**config.mk**
```make
export PLATFORM = sky130hd
export DESIGN_NAME = clwf_top
export DESIGN_NICKNAME = d
export VERILOG_FILES = /design/src/hdl/clwf_pkg.sv /design/src/hdl/clwf_hyst.sv /design/src/hdl/clwf_top.sv
export VERILOG_INCLUDE_DIRS = /design/src /design/src/hdl
export SDC_FILE = /design/constraint.sdc
export NUM_CORES = 1
export LEC_CHECK = 0
export BUFFER_PORTS_ARGS = -buffer_cell sky130_fd_sc_hd__clkbuf_2
export CAP_MARGIN = 10
export CORE_ASPECT_RATIO = 0.75
export CORE_UTILIZATION = 59
export DETAILED_ROUTE_END_ITERATION = 8
export PLACE_DENSITY = 0.9
export SLEW_MARGIN = 20
export SYNTH_ARGS = -nofsm -noshare
export SYNTH_HDL_FRONTEND = slang
export SYNTH_SLANG_ARGS = --single-unit
```
**constraint.sdc**
```tcl
create_clock -name clk -period 4.4 [get_ports clk]
set_input_delay 0.66 -clock clk [delete_from_list [all_inputs] [get_ports clk]]
set_output_delay 0.66 -clock clk [all_outputs]
set_load 0.01 [all_outputs]
```
**src/hdl/clwf_defs.svh**
```systemverilog
// register offsets, field positions and reset values of the warning-flag block
`ifndef CLWF_DEFS_SVH
`define CLWF_DEFS_SVH
`define CLWF_ADR_CAP       4'h0
`define CLWF_ADR_E_SET     4'h1
`define CLWF_ADR_E_CLR     4'h2
`define CLWF_ADR_F_SET     4'h3
`define CLWF_ADR_F_CLR     4'h4
`define CLWF_ADR_CTRL      4'h5
`define CLWF_ADR_FLAGS     4'h6
`define CLWF_ADR_CSTAT     4'h7
`define CLWF_ADR_IRQ_STAT  4'h8
`define CLWF_ADR_IRQ_MASK  4'h9
`define CLWF_ADR_DETECT    4'ha
`define CLWF_FLG_EARLY     0
`define CLWF_FLG_FINAL     1
`define CLWF_FLG_SHORT     2
`define CLWF_FLG_TAB       3
`define CLWF_CTRL_LOAD     0
`define CLWF_CTRL_PAR2     1
`define CLWF_CAP_RST       16'h0000
`define CLWF_E_SET_RST     16'h0000
`define CLWF_E_CLR_RST     16'h0000
`define CLWF_F_SET_RST     16'hffff
`define CLWF_F_CLR_RST     16'h0000
`define CLWF_DISABLED_THR  16'hffff
`endif

```
**src/hdl/clwf_pkg.sv**
```systemverilog
// types shared by the warning-flag block
package clwf_pkg;
   // one wishbone request
   typedef struct packed {
      logic        cyc;
      logic        stb;
      logic        we;
      logic [3:0]  sel;
      logic [5:0]  adr;
      logic [31:0] dat;
   } clwf_wb_req_s;
   // load model select
   typedef enum logic {
      CLWF_LD_CURRENT = 1'b0,
      CLWF_LD_POWER   = 1'b1
   } clwf_load_e;
   // hysteresis state of one warning flag
   typedef enum logic [1:0] {
      CLWF_HY_IDLE = 2'b00,
      CLWF_HY_LOW  = 2'b01
   } clwf_hy_e;
endpackage : clwf_pkg

```
**src/hdl/clwf_hyst.sv**
```systemverilog
// one hysteresis comparator for a capacity warning flag
`timescale 1ns/1ps
module clwf_hyst (
   input  wire logic        clk,
   input  wire logic        rst_n,
   input  wire logic        ce,
   input  wire logic        upd,
   input  wire logic [15:0] cap,
   input  wire logic [15:0] set_thr,
   input  wire logic [15:0] clr_thr,
   input  wire logic        set_off,
   output logic             flag_q
);
   import clwf_pkg::*;
   clwf_hy_e st_q;   // state of the flag
   // set below set, clear above clear, hold between
   always_ff @(posedge clk or negedge rst_n) begin
      if (!rst_n) begin
         st_q <= CLWF_HY_IDLE;
      end else if (ce && upd) begin
         unique case (st_q)
            CLWF_HY_IDLE: begin
               if (!set_off && (cap < set_thr)) begin
                  st_q <= CLWF_HY_LOW;
               end
            end
            CLWF_HY_LOW: begin
               if (cap > clr_thr) begin
                  st_q <= CLWF_HY_IDLE;
               end
            end
            default: begin
               st_q <= CLWF_HY_IDLE;
            end
         endcase
      end
   end
   assign flag_q = (st_q == CLWF_HY_LOW);
endmodule : clwf_hyst

```
**src/hdl/clwf_top.sv**
```systemverilog
// charge level warning flags with wishbone register slave
//
// Register access over Wishbone and the address map were left to the implementer.
`timescale 1ns/1ps
`include "clwf_defs.svh"
module clwf_top (
   input  wire logic                  clk,
   input  wire logic                  rstn,
   input  wire logic                  ce,
   input  wire clwf_pkg::clwf_wb_req_s wb_req,
   output logic [31:0]                wb_dat_o,
   output logic                       wb_ack_o,
   input  wire logic                  short_detect,
   input  wire logic                  tab_detect,
   output logic                       early_low_charge_flag,
   output logic                       final_low_charge_flag,
   output logic                       internal_short_flag,
   output logic                       tab_disconnect_flag,
   output logic                       load_model_bit,
   output logic                       irq
);
   import clwf_pkg::*;

   // reset, registers and flag state
   logic        rs1_q;                       // reset sync stage one
   logic        rst_n;                       // synchronised reset
   logic [15:0] cap_q;                       // remaining_capacity_value
   logic [15:0] e_set_q;                     // early_warn_set_threshold
   logic [15:0] e_clr_q;                     // early_warn_clear_threshold
   logic [15:0] f_set_q;                     // final_warn_set_threshold
   logic [15:0] f_clr_q;                     // final_warn_clear_threshold
   logic [1:0]  ctrl_q;                      // load mode, two-cell parallel
   logic        upd_q;                       // capacity updated pulse
   logic        short_q;                     // internal short latched
   logic        tab_q;                       // tab disconnect latched
   logic        e_flag;                      // early comparator output
   logic        f_flag;                      // final comparator output
   logic [3:0]  flags;                       // flags word
   logic [3:0]  flags_prev_q;                // flags last cycle
   logic [3:0]  ist_q;                       // sticky interrupt status
   logic [3:0]  imask_q;                     // interrupt mask
   logic        wr;                          // bus write accepted
   logic        rd;                          // bus access accepted
   logic [3:0]  idx;                         // word index
   logic [31:0] wdat;                        // raw write data, lanes merged by lane16
   logic        det_wr;                      // write-one to the detect word
   logic        ist_wr;                      // write-one to the status word
   logic [3:0]  rise;                        // flags that rose this cycle

   // reset release through two flops
   // asserts at once, releases on an edge so no flop leaves reset mid-cycle
   always_ff @(posedge clk or negedge rstn) begin
      if (!rstn) begin
         rs1_q <= 1'b0;
         rst_n <= 1'b0;
      end else begin
         rs1_q <= 1'b1;
         rst_n <= rs1_q;
      end
   end

   // merge byte lanes of a write into a register value
   function automatic logic [15:0] lane16(input logic [15:0] old, input logic [31:0] d,
                                          input logic [3:0] sel);
      logic [15:0] r;
      r = old;
      if (sel[0]) begin
         r[7:0] = d[7:0];
      end
      if (sel[1]) begin
         r[15:8] = d[15:8];
      end
      return r;
   endfunction : lane16

   // low-lane write accepted at one word, shared by every write-one word
   function automatic logic wr_hit(input logic acc, input logic [3:0] at,
                                   input logic [3:0] want, input logic lane);
      return acc && (at == want) && lane;
   endfunction : wr_hit

   // bus decode
   assign idx  = wb_req.adr[5:2];
   assign rd   = wb_req.cyc && wb_req.stb && !wb_ack_o;
   assign wr   = rd && wb_req.we;
   assign wdat = wb_req.dat;
   assign det_wr = wr_hit(wr, idx, `CLWF_ADR_DETECT, wb_req.sel[0]);
   assign ist_wr = wr_hit(wr, idx, `CLWF_ADR_IRQ_STAT, wb_req.sel[0]);

   // writable registers
   always_ff @(posedge clk or negedge rst_n) begin
      if (!rst_n) begin
         cap_q   <= `CLWF_CAP_RST;
         e_set_q <= `CLWF_E_SET_RST;
         e_clr_q <= `CLWF_E_CLR_RST;
         f_set_q <= `CLWF_F_SET_RST;
         f_clr_q <= `CLWF_F_CLR_RST;
         ctrl_q  <= 2'h0;
         imask_q <= 4'h0;
         upd_q   <= 1'b0;
      end else if (ce) begin
         // update pulse lasts one enabled cycle
         upd_q <= 1'b0;
         if (wr) begin
            unique case (idx)
               `CLWF_ADR_CAP: begin
                  cap_q <= lane16(cap_q, wdat, wb_req.sel);
                  upd_q <= 1'b1;
               end
               `CLWF_ADR_E_SET: begin
                  e_set_q <= lane16(e_set_q, wdat, wb_req.sel);
               end
               `CLWF_ADR_E_CLR: begin
                  e_clr_q <= lane16(e_clr_q, wdat, wb_req.sel);
               end
               `CLWF_ADR_F_SET: begin
                  f_set_q <= lane16(f_set_q, wdat, wb_req.sel);
               end
               `CLWF_ADR_F_CLR: begin
                  f_clr_q <= lane16(f_clr_q, wdat, wb_req.sel);
               end
               `CLWF_ADR_CTRL: begin
                  if (wb_req.sel[0]) begin
                     ctrl_q <= wdat[1:0];
                  end
               end
               `CLWF_ADR_IRQ_MASK: begin
                  if (wb_req.sel[0]) begin
                     imask_q <= wdat[3:0];
                  end
               end
               default: begin
               end
            endcase
         end
      end
   end

   // early warning comparator
   clwf_hyst u_early (
      .clk     (clk),
      .rst_n   (rst_n),
      .ce      (ce),
      .upd     (upd_q),
      .cap     (cap_q),
      .set_thr (e_set_q),
      .clr_thr (e_clr_q),
      .set_off (1'b0),
      .flag_q  (e_flag)
   );

   // final warning comparator, minus one disables setting
   // all ones is minus one: setting blocked, clearing still allowed
   clwf_hyst u_final (
      .clk     (clk),
      .rst_n   (rst_n),
      .ce      (ce),
      .upd     (upd_q),
      .cap     (cap_q),
      .set_thr (f_set_q),
      .clr_thr (f_clr_q),
      .set_off (f_set_q == `CLWF_DISABLED_THR),
      .flag_q  (f_flag)
   );

   // detection flags latch on event, cleared by writing one to the detect word
   always_ff @(posedge clk or negedge rst_n) begin
      if (!rst_n) begin
         short_q <= 1'b0;
         tab_q   <= 1'b0;
      end else if (ce) begin
         // a detection in the clearing cycle wins, no event is lost
         if (short_detect) begin
            short_q <= 1'b1;
         end else if (det_wr && wdat[`CLWF_FLG_SHORT]) begin
            short_q <= 1'b0;
         end
         // tab events only count in two-cell parallel
         if (tab_detect && ctrl_q[`CLWF_CTRL_PAR2]) begin
            tab_q <= 1'b1;
         end else if (det_wr && wdat[`CLWF_FLG_TAB]) begin
            tab_q <= 1'b0;
         end
      end
   end

   assign flags = {tab_q, short_q, f_flag, e_flag};
   // rising edges feed the sticky status
   assign rise  = flags & ~flags_prev_q;

   // sticky interrupt status on rising flags, set beats clear
   always_ff @(posedge clk or negedge rst_n) begin
      if (!rst_n) begin
         ist_q        <= 4'h0;
         flags_prev_q <= 4'h0;
      end else if (ce) begin
         flags_prev_q <= flags;
         // write-one clears, a flag rising in the same edge sets again
         if (ist_wr) begin
            ist_q <= (ist_q & ~wdat[3:0]) | rise;
         end else begin
            ist_q <= ist_q | rise;
         end
      end
   end

   // read mux, ack and registered outputs
   always_ff @(posedge clk or negedge rst_n) begin
      if (!rst_n) begin
         wb_ack_o              <= 1'b0;
         wb_dat_o              <= 32'h0;
         early_low_charge_flag <= 1'b0;
         final_low_charge_flag <= 1'b0;
         internal_short_flag   <= 1'b0;
         tab_disconnect_flag   <= 1'b0;
         load_model_bit        <= 1'b0;
         irq                   <= 1'b0;
      end else if (ce) begin
         // every request accepted with ce high is answered one edge later
         wb_ack_o              <= rd;
         // flag and load pins are registered copies, irq the registered masked status, one edge behind the state
         early_low_charge_flag <= e_flag;
         final_low_charge_flag <= f_flag;
         internal_short_flag   <= short_q;
         tab_disconnect_flag   <= tab_q;
         load_model_bit        <= ctrl_q[`CLWF_CTRL_LOAD];
         irq                   <= |(ist_q & imask_q);
         // read data only moves on a read, so it stands until the next one
         if (rd && !wb_req.we) begin
            unique case (idx)
               `CLWF_ADR_CAP:      wb_dat_o <= {16'h0, cap_q};
               `CLWF_ADR_E_SET:    wb_dat_o <= {16'h0, e_set_q};
               `CLWF_ADR_E_CLR:    wb_dat_o <= {16'h0, e_clr_q};
               `CLWF_ADR_F_SET:    wb_dat_o <= {16'h0, f_set_q};
               `CLWF_ADR_F_CLR:    wb_dat_o <= {16'h0, f_clr_q};
               `CLWF_ADR_CTRL:     wb_dat_o <= {30'h0, ctrl_q};
               `CLWF_ADR_FLAGS:    wb_dat_o <= {28'h0, flags};
               `CLWF_ADR_CSTAT:    wb_dat_o <= {31'h0, ctrl_q[`CLWF_CTRL_LOAD]};
               `CLWF_ADR_IRQ_STAT: wb_dat_o <= {28'h0, ist_q};
               `CLWF_ADR_IRQ_MASK: wb_dat_o <= {28'h0, imask_q};
               `CLWF_ADR_DETECT:   wb_dat_o <= {28'h0, flags};
               default:            wb_dat_o <= 32'h0;
            endcase
         end
      end
   end
endmodule : clwf_top

```
# Yosys cells after proc, flatten, opt, wreduce, memory -nomap -nowiden

Index checks and enable logic that the tools add are counted.
W data, S select, Z words.

Register bits: 142
Input port bits: 50
Word-level logic and storage cells: 111

Order comparisons: 4
Equality and inequality tests: 17
Mux-type cells: 14
Bitwise operators: 7
Reduce and logical (&&, ||, !) cells: 40

Operator list:

| cell                   | number |
|---|---|
| $pmux W16 S10          | 1 |
| $reduce_and A4 Y1      | 12 |
| $gt A16 B16 Y1         | 2 |
| $lt A16 B16 Y1         | 2 |
| $eq A16 B16 Y1 const B | 1 |
| $eq A4 B3 Y1 const B   | 4 |
| $logic_and A1 B1 Y1    | 13 |
| $and A4 B4 Y4          | 3 |
| $eq A4 B4 Y1 const B   | 3 |
| $eq A4 B2 Y1 const B   | 2 |
| $mux W2                | 4 |
| $ne A2 B1 Y1 const B   | 4 |
| $not A4 Y4             | 2 |
| $or A4 B4 Y4           | 2 |
| $pmux W2 S2            | 2 |
| $mux W1                | 6 |
| $reduce_and A2 Y1      | 3 |
| $reduce_and A3 Y1      | 2 |
| $eq A2 B1 Y1 const B   | 2 |
| $eq A4 B1 Y1 const B   | 1 |
| $logic_not A2 Y1       | 2 |
| $logic_not A4 Y1       | 1 |
| $mux W4                | 1 |
| $reduce_bool A2 Y1     | 2 |
| other kinds (3)        | 5 |

# Depth between registers and ports, before layout

Gate-level depths: netlist (run 1).

Depth in word-level cells: 8
Depth in mapped cells: 8

# Hierarchy

A second synthesis (run 1) with hierarchy kept.

Cell total of the unflattened synthesis: 664
Area, all modules: 7091.8 um^2

Modules (own cells, without submodules):

| module               | times used | cells an instance | area each (um^2) | seq. area each (um^2) |
|---|---|---|---|---|
| clwf_top             | 1          | 435               | 5406.4           | 2972.9 |
| clwf_hyst at u_final | 1          | 116               | 854.6            | 25.0 |
| clwf_hyst at u_early | 1          | 113               | 830.8            | 25.0 |

# Worst setup path after synthesis (run 1)

OpenSTA, ideal clock, no wires.

Path type: input port to flip-flop
Start: input wb_req[34] (netlist name)
End: register cap_q[1]
Setup time: 0.127 ns
Arrival: 1.927 ns
Required time: 4.273 ns
Slack: 2.346 ns
Cell stages on the path: 5
Path buffers: 2
Cells stage by stage: buf_4 nor4_4 and4_1 buf_4 mux2_1

Longest elaborated chain between the ends: 2

Ends and longest elaborated chain:

| item                        | line            | text |
|---|---|---|
| start, declared             | clwf_top.sv:10  | `input wire clwf_pkg::clwf_wb_req_s wb_req,` |
| $logic_not A4 Y1            | clwf_top.sv:105 | `unique case (idx)` |
| $reduce_and A4 Y1 (no line) | n/a             |  |
| end signal, assigned        | clwf_top.sv:93  | `` cap_q <= `CLWF_CAP_RST; `` |
| end signal, assigned        | clwf_top.sv:107 | `cap_q <= lane16(cap_q, wdat, wb_req.sel);` |
| end, declared               | clwf_top.sv:27  | `logic [15:0] cap_q;` |

Every way passes these cells.
A chain may end at the register's enable or synchronous reset.

# Worst setup path after layout (run 1)

Start: input ce
End: register e_clr_q[0]

Longest elaborated chain between the ends: 1

Ends and longest elaborated chain:

| item                        | line            | text |
|---|---|---|
| start, declared             | clwf_top.sv:9   | `input wire logic ce,` |
| $reduce_and A4 Y1 (no line) | n/a             |  |
| end signal, assigned        | clwf_top.sv:95  | `` e_clr_q <= `CLWF_E_CLR_RST; `` |
| end signal, assigned        | clwf_top.sv:114 | `e_clr_q <= lane16(e_clr_q, wdat, wb_req.sel);` |
| end, declared               | clwf_top.sv:29  | `logic [15:0] e_clr_q;` |

Every way passes these cells.

==> results of run 1 <==
-- critical path: stages --
cell and delay [ps]:
clkbuf_2 350, and4b_1 430, nand3_4 210, nor4_4 710, mux2_2 420
-- routing by layer --
metal	up-vias	share of wire, %	GRT usage, %
li1	2473	-	-
met1	2742	43	44.9
met2	344	44	45.8
met3	43	10	8.63
met4	0	2.2	12.1
met5	-	0	0
-- cells in the final DEF (no fill, tap or decap), types with 4 or more instances in the layout --
| master | n |
|---|---|
| a211oi_1 | 4 |
| a21o_1 | 6 |
| a21oi_1 | 19 |
| a222oi_1 | 16 |
| a22o_1 | 17 |
| a22oi_1 | 16 |
| a32o_1 | 7 |
| buf_4 | 9 |
| clkbuf_16 | 17 |
| clkbuf_2 | 52 |
| conb_1 | 17 |
| dfrtp_1 | 103 |
| dfstp_2 | 16 |
| ha_1 | 62 |
| inv_1 | 70 |
| mux2_1 | 7 |
| mux2_2 | 43 |
| mux2_4 | 8 |
| nand2_1 | 60 |
| nand3_1 | 8 |
| nand4_1 | 14 |
| nor2_1 | 8 |
| nor2b_1 | 7 |
| nor4_1 | 5 |
| nor4_4 | 4 |
| o211ai_1 | 7 |
| o21ai_0 | 44 |
-- stage by stage --
step	std cells	setup slack (ps)
global route	878	1880
floorplan	664	837
detailed placement	846	1580
finish	878	1920
global placement	846	1710
CTS	878	2000
-- registers in the layout, summed over array words and instances (netlist names), 2 cells and up --
register / count
cap_q: 16
ctrl_q: 2
e_clr_q: 16
e_set_q: 16
f_clr_q: 16
f_set_q: 16
flags_prev_q: 4
imask_q: 4
ist_q: 4
wb_dat_o: 16
-- kinds of logic after synthesis --
| family | Yosys count | synth area share (%) |
|---|---|---|
| flops | 120 | 42.9 |
| fa+ha+maj | 62 | 11.0 |
| compound gates | 157 | 16.1 |
| mux | 58 | 9.70 |
| simple gates | 139 | 12.3 |
| buf+inv | 111 | 7.85 |
| other cells | 2 | 0.107 |
-- worst min-delay path by stage --
| stage | from | end | slack (ps) | depth (start not counted) |
|---|---|---|---|---|
| floorplan | rs1_q | rst_n | 330 | 0 |
| global placement | rst_n | wb_dat_o[9] | 230 | 0 |
| detailed placement | rst_n | f_clr_q[7] | 230 | 0 |
| CTS | rstn | rst_n | 10 | 1 |
| global route | rstn | rst_n | 0.5 | 1 |
| finish | rstn | rst_n | 10 | 1 |
-- power by group --
part,internal (mW),switching (mW),total (mW)
sequential,1.18,0.0650,1.24
clock,0.934,0.510,1.44
combinational,0.140,0.208,0.348
total,2.25,0.783,3.03
-- area by class of cell --
| type | instances | area, sq um | share of cell area [%] |
|---|---|---|---|
| clock buffers | 21 | 470 | 5.91 |
| multi-input cells | 433 | 3530 | 44.3 |
| repair buffers | 61 | 328 | 4.12 |
| flip-flops and latches | 120 | 3030 | 38.0 |
| clock inverters | 11 | 145 | 1.82 |
| well taps | 162 | 203 | 2.54 |
| inverters | 70 | 263 | 3.30 |
==> impl_metrics.env, run 1 <==
export IMPL_relSlewSlack_pct=40.9
export IMPL_r2r_start="wb_ack_o"
export IMPL_whs_ps=13.6
export IMPL_syn_instance_count=649
export IMPL_dieArea_sq_um=12400
export IMPL_max_freq_mhz=403
export IMPL_maxCapViolations=0
export IMPL_ys_seq_elements=120
export IMPL_fin_nets=815
export IMPL_diodes=0
export IMPL_final_util_pct=68.6
export IMPL_synth_area_leaders="dfrtp_1, ha_1, mux2_2"
export IMPL_placed_cell_area_sq_um=7350
export IMPL_arrival_ps=2780
export IMPL_antenna_found_initial=0
export IMPL_finalCriticalPeriod_ps=2480
export IMPL_grt_setup_unrepaired="false"
export IMPL_placementRows=34
export IMPL_timing_setup_tns_ps=0
export IMPL_synth_top_area_cell="dfrtp_1"
export IMPL_via_per_inst=6.38
export IMPL_reg2regPathDepth=4
export IMPL_timing_rr_end="e_clr_q[0]"
export IMPL_crit_type="primary input to flop"
export IMPL_fin_total_pwr_mw=3.03
export IMPL_syn_area_sq_um=7040
export IMPL_hold_viol=0
export IMPL_wirelength_um=18100
export IMPL_cts_resized=0
export IMPL_synth_top_area_share_pct=37.0
export IMPL_crit_end="e_clr_q[0]"
export IMPL_tritoncts="yes"
export IMPL_finalMaxSlewViolations=0
export IMPL_final_setup_skew_ps=7.50
export IMPL_end_kind="flop"
export IMPL_p_leak_nw=3.94
export IMPL_synth_most_common_cell="dfrtp_1"
export IMPL_cts_buffer_depth=2
export IMPL_root_buffer="clkbuf_16"
export IMPL_post_dp_hpwl_um=12900
export IMPL_synth_main_ff_cell="dfrtp_1"
export IMPL_areaGrowthSynthToFinish_pct=13.1
export IMPL_fin_crit_sh_pct=56.4
export IMPL_portBuffers=52
export IMPL_drt_iter0_drc=652
export IMPL_routabilityCongestion=0.940
export IMPL_postRouteAntennaNets=0
export IMPL_clock_sinks=120
export IMPL_seq_area_frac_synth_pct=42.9
export IMPL_post_cts_buffers=0
export IMPL_synth_common_cells="dfrtp_1, inv_1, ha_1"
export IMPL_drt_first_pass_iters=7
export IMPL_crit_path_max_fanout=20
export IMPL_clk_pin_slew_worst_paths_ps=50
export IMPL_status="finished clean"
export IMPL_synth_cell_type_count=65
export IMPL_fin_area_sq_um=7970
export IMPL_dieHeight_um=96.6
export IMPL_worst_hold_path_type="primary input to asynchronous set/reset pin"
export IMPL_dr_total_vias=5602
export IMPL_grtUsageTotal_pct=31.6
export IMPL_critPathLaunchType="primary input"
export IMPL_fp_dieW_um=128
export IMPL_grt_max_degree=52
export IMPL_critPathLaunch="ce"
export IMPL_drc=0
export IMPL_synth_edf_count=0
export IMPL_layout_drive_gt1_share_pct=25.7
export IMPL_num_fill_cells=817
export IMPL_syn_area_per_cell_sq_um=10.9
export IMPL_h_tree_depth=4
export IMPL_power_density_nw_per_um2=381
export IMPL_required_ps=4700
export IMPL_worst_slew_pin_slew_ps=880
export IMPL_setup_viol=0
export IMPL_irDropWorstVdd_uv=264
export IMPL_routedWlPerCell_um=20.6
export IMPL_synthArstFlopShare_pct=100
export IMPL_cts_made_buffers=17
export IMPL_start_util_pct=60.6
export IMPL_ios=89
export IMPL_grt_pass1_vias=5560
export IMPL_holdBufCountCts=0
export IMPL_overflow=0
export IMPL_fp_coreArea_sq_um=11600
export IMPL_r2r_slack_ps=2140
export IMPL_clk_latency_ps=420
export IMPL_synth_yosys_warnings=0
export IMPL_grt_pass1_wl_um=29500
(Power assumes the default switching activity.)
==> run 2: changes to the inputs <==
--- a/config.mk
+++ b/config.mk
@@ -9,9 +9,9 @@
 export BUFFER_PORTS_ARGS = -buffer_cell sky130_fd_sc_hd__clkbuf_2
 export CAP_MARGIN = 10
 export CORE_ASPECT_RATIO = 0.75
-export CORE_UTILIZATION = 59
+export CORE_UTILIZATION = 53
 export DETAILED_ROUTE_END_ITERATION = 8
-export PLACE_DENSITY = 0.9
+export PLACE_DENSITY = 0.86
 export SLEW_MARGIN = 20
 export SYNTH_ARGS = -nofsm -noshare
 export SYNTH_HDL_FRONTEND = slang
==> constraint.sdc (replaced) <==
create_clock -name clk -period 2.15 [get_ports clk]
set_input_delay 0.3225 -clock clk [delete_from_list [all_inputs] [get_ports clk]]
set_output_delay 0.3225 -clock clk [all_outputs]
set_load 0.01 [all_outputs]
==> impl_metrics.env, run 2 (same netlist as run 1, synthesis figures left out) <==
export IMPL_worst_slew_pin_slew_ps=548
export IMPL_layout_drive_gt1_share_pct=27.4
export IMPL_via_per_inst=6.14
export IMPL_p_leak_nw=4.05
export IMPL_hold_viol=0
export IMPL_hold_path_startpoint="short_detect"
export IMPL_grt_pass1_vias=5297
export IMPL_wirelength_um=18300
export IMPL_dr_total_vias=5573
export IMPL_post_dp_hpwl_um=13500
export IMPL_cts_made_buffers=17
export IMPL_arrival_ps=2330
export IMPL_crit_type="flop to flop"
export IMPL_pwr_share_clk_pct=47.3
export IMPL_final_common_cell="dfrtp_1"
export IMPL_grtUsageTotal_pct=28.0
export IMPL_timing_setup_tns_ps=0
export IMPL_root_buffer="clkbuf_16"
export IMPL_required_ps=2430
export IMPL_fp_dieW_um=135
export IMPL_overflow=0
export IMPL_final_setup_skew_ps=8.06
export IMPL_fin_crit_sh_pct=95.3
export IMPL_critPathLaunch="cap_q[7]"
export IMPL_crit_path_max_fanout=6
export IMPL_end_kind="flop"
export IMPL_max_freq_mhz=488
export IMPL_drc=2
export IMPL_dieArea_sq_um=13800
export IMPL_dieHeight_um=102
export IMPL_pwr_share_seq_pct=41.1
export IMPL_portBuffers=52
export IMPL_comb_power_share_pct=11.7
export IMPL_cts_buffer_depth=2
export IMPL_power_density_nw_per_um2=761
export IMPL_start_util_pct=54.3
export IMPL_setup_viol=0
export IMPL_finalCriticalPeriod_ps=2050
export IMPL_status="finished, violations left"
export IMPL_tritoncts="yes"
export IMPL_diodes=0
export IMPL_maxCapViolations=0
export IMPL_fp_coreArea_sq_um=13000
export IMPL_drt_first_pass_iters=8
export IMPL_postRouteAntennaNets=0
export IMPL_drt_iter0_drc=542
export IMPL_relSlewSlack_pct=63.5
export IMPL_h_tree_depth=4
export IMPL_post_cts_buffers=0
export IMPL_fin_nets=836
export IMPL_antenna_found_initial=0
export IMPL_placementRows=36
export IMPL_switching_share_pct=25.5
export IMPL_critPathLaunchType="flop"
export IMPL_areaGrowthSynthToFinish_pct=15.8
export IMPL_clk_latency_ps=420
export IMPL_clk_pin_slew_worst_paths_ps=50
export IMPL_grt_pass1_wl_um=28800
export IMPL_switchingPower_mw=1.58
export IMPL_p_int_mw=4.63
export IMPL_violations="design-rule violations"
export IMPL_dp_cells=875
export IMPL_routabilityCongestion=0.969
export IMPL_most_common_layout_cells="dfrtp_1, inv_1, ha_1"
export IMPL_irDropWorstVdd_uv=526
export IMPL_ios=89
export IMPL_grt_max_degree=56
export IMPL_r2r_start="cap_q[7]"
export IMPL_clock_sinks=120
export IMPL_layout_cells_non_filler=908
export IMPL_worst_hold_path_type="primary input to flop"
export IMPL_grt_setup_unrepaired="false"
export IMPL_finalMaxSlewViolations=0
export IMPL_routedWlPerCell_um=20.1
-- run 2: cell count changes in the layout (fill, tap and decap cells not counted), sizes merged --
| cell | change |
|---|---|
| clkbuf | +3 |
| dlygate4sd3 | +1 |
| clkinvlp | -1 |
| buf | +20 |
| clkinv | -1 |
| inv | -1 |
-- run 2: what timing repair did --
item                       CTS  global route
gates resized for setup      0             2
hold buffers                 1             0
setup endpoints to repair    0             1
hold endpoints to repair     2             0
-- run 2: per-stage QoR --
step | setup WS [ps] | hold slack (ps) | power [mW] | utilization, % | cell area, sq um
after floorplan | 163 | 26.9 | 3.03 | - | 7100
after global placement | 140 | 108 | 3.26 | 58.1 | 7540
after detailed placement | 119 | 111 | 3.29 | 58.1 | 7540
after CTS | 103 | 134 | 6.21 | 62.8 | 8150
after global routing | 37.8 | 145 | 6.42 | 62.9 | 8150
final | 101 | 141 | 6.21 | 62.9 | 8150
-- run 2: metal layers --
layer  vias to the layer above  wire length, um  GRT usage [%]
li1                       2509                -              -
met5                         -                0              0
met2                       248             8020           40.6
met1                      2791             8500           40.6
met3                        25             1500           7.04
met4                         0              273           9.33
-- run 2: layout make-up --
cell class / count / area [sq um]
timing repair buffer: 82 / 513
fill: 1028 / 4820
clock inverter: 8 / 120
tap: 171 / 214
inverter: 70 / 263
sequential: 120 / 3030
clock buffer: 24 / 482
multi-input combinational: 433 / 3540
-- run 2: power by group through the flow --
stage / Combinational [mW] / Clock [mW] / Sequential, mW
2_1_floorplan: 0.459 / 0 / 2.57
3_5_place_dp: 0.710 / 0 / 2.58
5_1_grt: 0.807 / 3.05 / 2.57
4_1_cts: 0.717 / 2.95 / 2.55
3_3_place_gp: 0.686 / 0 / 2.57
6_report: 0.725 / 2.94 / 2.55
-- run 2: final timing paths --
check	slack [ps]	cells past startpoint	endpoint
worst max-delay path	100	6	u_early.st_q[0]
worst min-delay path	140	2	short_q
worst max register to register	100	6	u_early.st_q[0]
worst min register to register	320	0	wb_dat_o[9]
max in group asynchronous	1050	1	f_set_q[1]
min in group asynchronous	210	2	rs1_q
-- run 2: critical path, cell delays in order, from the launching register on --
cell and delay, ps:
dfrtp_1 470, ha_1 330, and4_1 260, a21oi_1 90, o211a_1 140, a221oi_1 460
o211ai_1 170
==> run 3: changes to the inputs <==
--- a/config.mk
+++ b/config.mk
@@ -6,12 +6,14 @@
 export SDC_FILE = /design/constraint.sdc
 export NUM_CORES = 1
 export LEC_CHECK = 0
+export ABC_AREA = 1
 export BUFFER_PORTS_ARGS = -buffer_cell sky130_fd_sc_hd__clkbuf_2
 export CAP_MARGIN = 10
 export CORE_ASPECT_RATIO = 0.75
 export CORE_UTILIZATION = 53
 export DETAILED_ROUTE_END_ITERATION = 8
 export PLACE_DENSITY = 0.86
+export SKIP_CTS_REPAIR_TIMING = 1
 export SLEW_MARGIN = 20
 export SYNTH_ARGS = -nofsm -noshare
 export SYNTH_HDL_FRONTEND = slang
==> impl_metrics.env, run 3 <==
export IMPL_status="finished clean"
export IMPL_arrival_ps=2140
export IMPL_most_common_layout_cells="nand2_1, dfrtp_1, inv_1"
export IMPL_syn_area_sq_um=7040
export IMPL_grt_pass1_wl_um=30100
export IMPL_synthArstFlopShare_pct=100
export IMPL_postRouteAntennaNets=0
export IMPL_dieArea_sq_um=13800
export IMPL_clk_pin_slew_worst_paths_ps=60
export IMPL_whs_ps=120
export IMPL_diodes=0
export IMPL_synth_common_cells="nand2_1, dfrtp_1, inv_1"
export IMPL_layout_drive_gt1_share_pct=16.4
export IMPL_placementRows=36
export IMPL_clock_sinks=120
export IMPL_grt_setup_unrepaired="false"
export IMPL_clk_latency_ps=430
export IMPL_grt_busiest_layer="met2"
export IMPL_areaGrowthSynthToFinish_pct=13.9
export IMPL_routedWlPerCell_um=16.8
export IMPL_wirelength_um=18600
export IMPL_root_buffer="clkbuf_16"
export IMPL_critPathLaunchType="flop"
export IMPL_synth_edf_count=0
export IMPL_crit_type="flop to flop"
export IMPL_dieHeight_um=102
export IMPL_dr_total_vias=6234
export IMPL_p_leak_nw=3.89
export IMPL_overflow=0
export IMPL_grt_max_degree=38
export IMPL_fin_crit_sh_pct=84.8
export IMPL_drt_first_pass_iters=5
export IMPL_ios=89
export IMPL_setup_viol=0
export IMPL_grt_pass1_vias=5787
export IMPL_antenna_found_initial=0
export IMPL_crit_path_max_fanout=6
export IMPL_worst_slew_pin_slew_ps=689
export IMPL_synthXorXnorAreaFrac_pct=0
export IMPL_start_util_pct=54.3
export IMPL_syn_instance_count=859
export IMPL_end_kind="flop"
export IMPL_seq_area_frac_synth_pct=42.9
export IMPL_multiInputGateArea_sq_um=3390
export IMPL_seqCellArea_sq_um=3030
export IMPL_tritoncts="yes"
export IMPL_relSlewSlack_pct=54.0
export IMPL_synthSimpleGateAreaFrac_pct=21.4
export IMPL_ys_seq_elements=120
export IMPL_portBuffers=52
export IMPL_max_freq_mhz=549
export IMPL_fin_nets=1033
export IMPL_required_ps=2470
export IMPL_grtUsageMet3_pct=8.83
export IMPL_synth_compound_area_share_pct=14.8
export IMPL_synth_area_leaders="dfrtp_1, nand2_1, ha_1"
export IMPL_synth_top_area_share_pct=37.0
export IMPL_fp_dieW_um=135
export IMPL_worst_hold_path_type="primary input to flop"
export IMPL_post_dp_hpwl_um=13500
export IMPL_routabilityCongestion=0.977
export IMPL_drt_iter0_drc=647
export IMPL_cts_buffer_depth=2
export IMPL_finalMaxSlewViolations=0
export IMPL_synth_top_area_cell="dfrtp_1"
export IMPL_num_fill_cells=1078
export IMPL_synth_mux_area_fraction_pct=0
export IMPL_fin_total_pwr_mw=6.27
export IMPL_hold_depth=3
export IMPL_cts_made_buffers=17
export IMPL_maxCapViolations=0
export IMPL_synth_most_common_cell="nand2_1"
export IMPL_hold_viol=0
export IMPL_grtUsageTotal_pct=29.2
export IMPL_reg2regPathDepth=10
export IMPL_final_setup_skew_ps=6.72
export IMPL_power_density_nw_per_um2=783
export IMPL_final_common_cell="nand2_1"
export IMPL_via_per_inst=5.64
export IMPL_h_tree_depth=4
export IMPL_finalCriticalPeriod_ps=1820
export IMPL_synth_main_ff_cell="dfrtp_1"
export IMPL_fp_coreArea_sq_um=13000
export IMPL_irDropWorstVdd_uv=587
export IMPL_drc=0
export IMPL_syn_area_per_cell_sq_um=8.20
export IMPL_timing_setup_tns_ps=0
export IMPL_synth_cell_type_count=41
export IMPL_synth_yosys_warnings=0
export IMPL_synth_top_family_by_area="simple AND/OR/NAND/NOR gates"
export IMPL_grt_use_met2_pct=43.8
export IMPL_grt_use_met1_pct=40.3
export IMPL_synth_fa_ha_area_share_pct=11.0
==> run 3: through the flow <==
stage	utilization (%)	cell area [sq um]	worst slack, ps	cells
2_1_floorplan	-	7100	163	874
3_3_place_gp	57.1	7400	359	1072
3_5_place_dp	57.1	7400	281	1072
4_1_cts	61.7	8010	380	1104
5_1_grt	61.8	8020	144	1105
6_report	61.8	8020	328	1105
==> run 3: final cells by class <==
type | instances | area share, %
multi-input cells | 608 | 42.3
flip-flops and latches | 120 | 37.8
clock buffers | 18 | 5.35
inverters | 110 | 5.20
repair buffers | 64 | 4.56
well taps | 171 | 2.67
clock inverters | 14 | 2.19
==> run 3: worst paths after layout <==
| path | startpoint | endpoint | slack [ps] |
|---|---|---|---|
| max | cap_q[11] | u_final.st_q[0] | 330 |
| min | short_detect | short_q | 120 |
| max reg2reg | cap_q[11] | u_final.st_q[0] | 330 |
| min reg2reg | rst_n | e_set_q[14] | 280 |
| max in group asynchronous | rst_n | f_set_q[11] | 1090 |
| min in group asynchronous | rstn | rs1_q | 200 |
==> run 3: per-layer routing <==
metal,up-vias,wire [um]
li1,2912,-
met1,2923,8190
met2,358,7950
met3,41,2150
met4,0,299
met5,-,0
==> run 3: kinds of logic after synthesis <==
| group | after synthesis |
|---|---|
| AND/OR/NAND/NOR | 343 |
| AO/OA/AOI/OAI | 186 |
| buffers and inverters | 146 |
| other | 2 |
| flip-flops | 120 |
| adder cells (fa/ha/maj) | 62 |
==> run 3: critical path, stage by stage, from the launching register on <==
cell	delay, ps
dfrtp_1	460
ha_1	330
nand2_1	100
nor2_1	210
nand2_1	80
nor3_1	210
nand2_1	80
nand3_1	90
nand2_1	50
nand2_1	50
nand2_1	50
==> run 3: where the power goes <==
part	internal (mW)	leakage (nW)	switching (mW)	total, mW
clock network	1.82	0.275	1.08	2.91
logic	0.292	2.04	0.529	0.821
registers	2.40	1.57	0.143	2.55
total	4.52	3.89	1.75	6.27
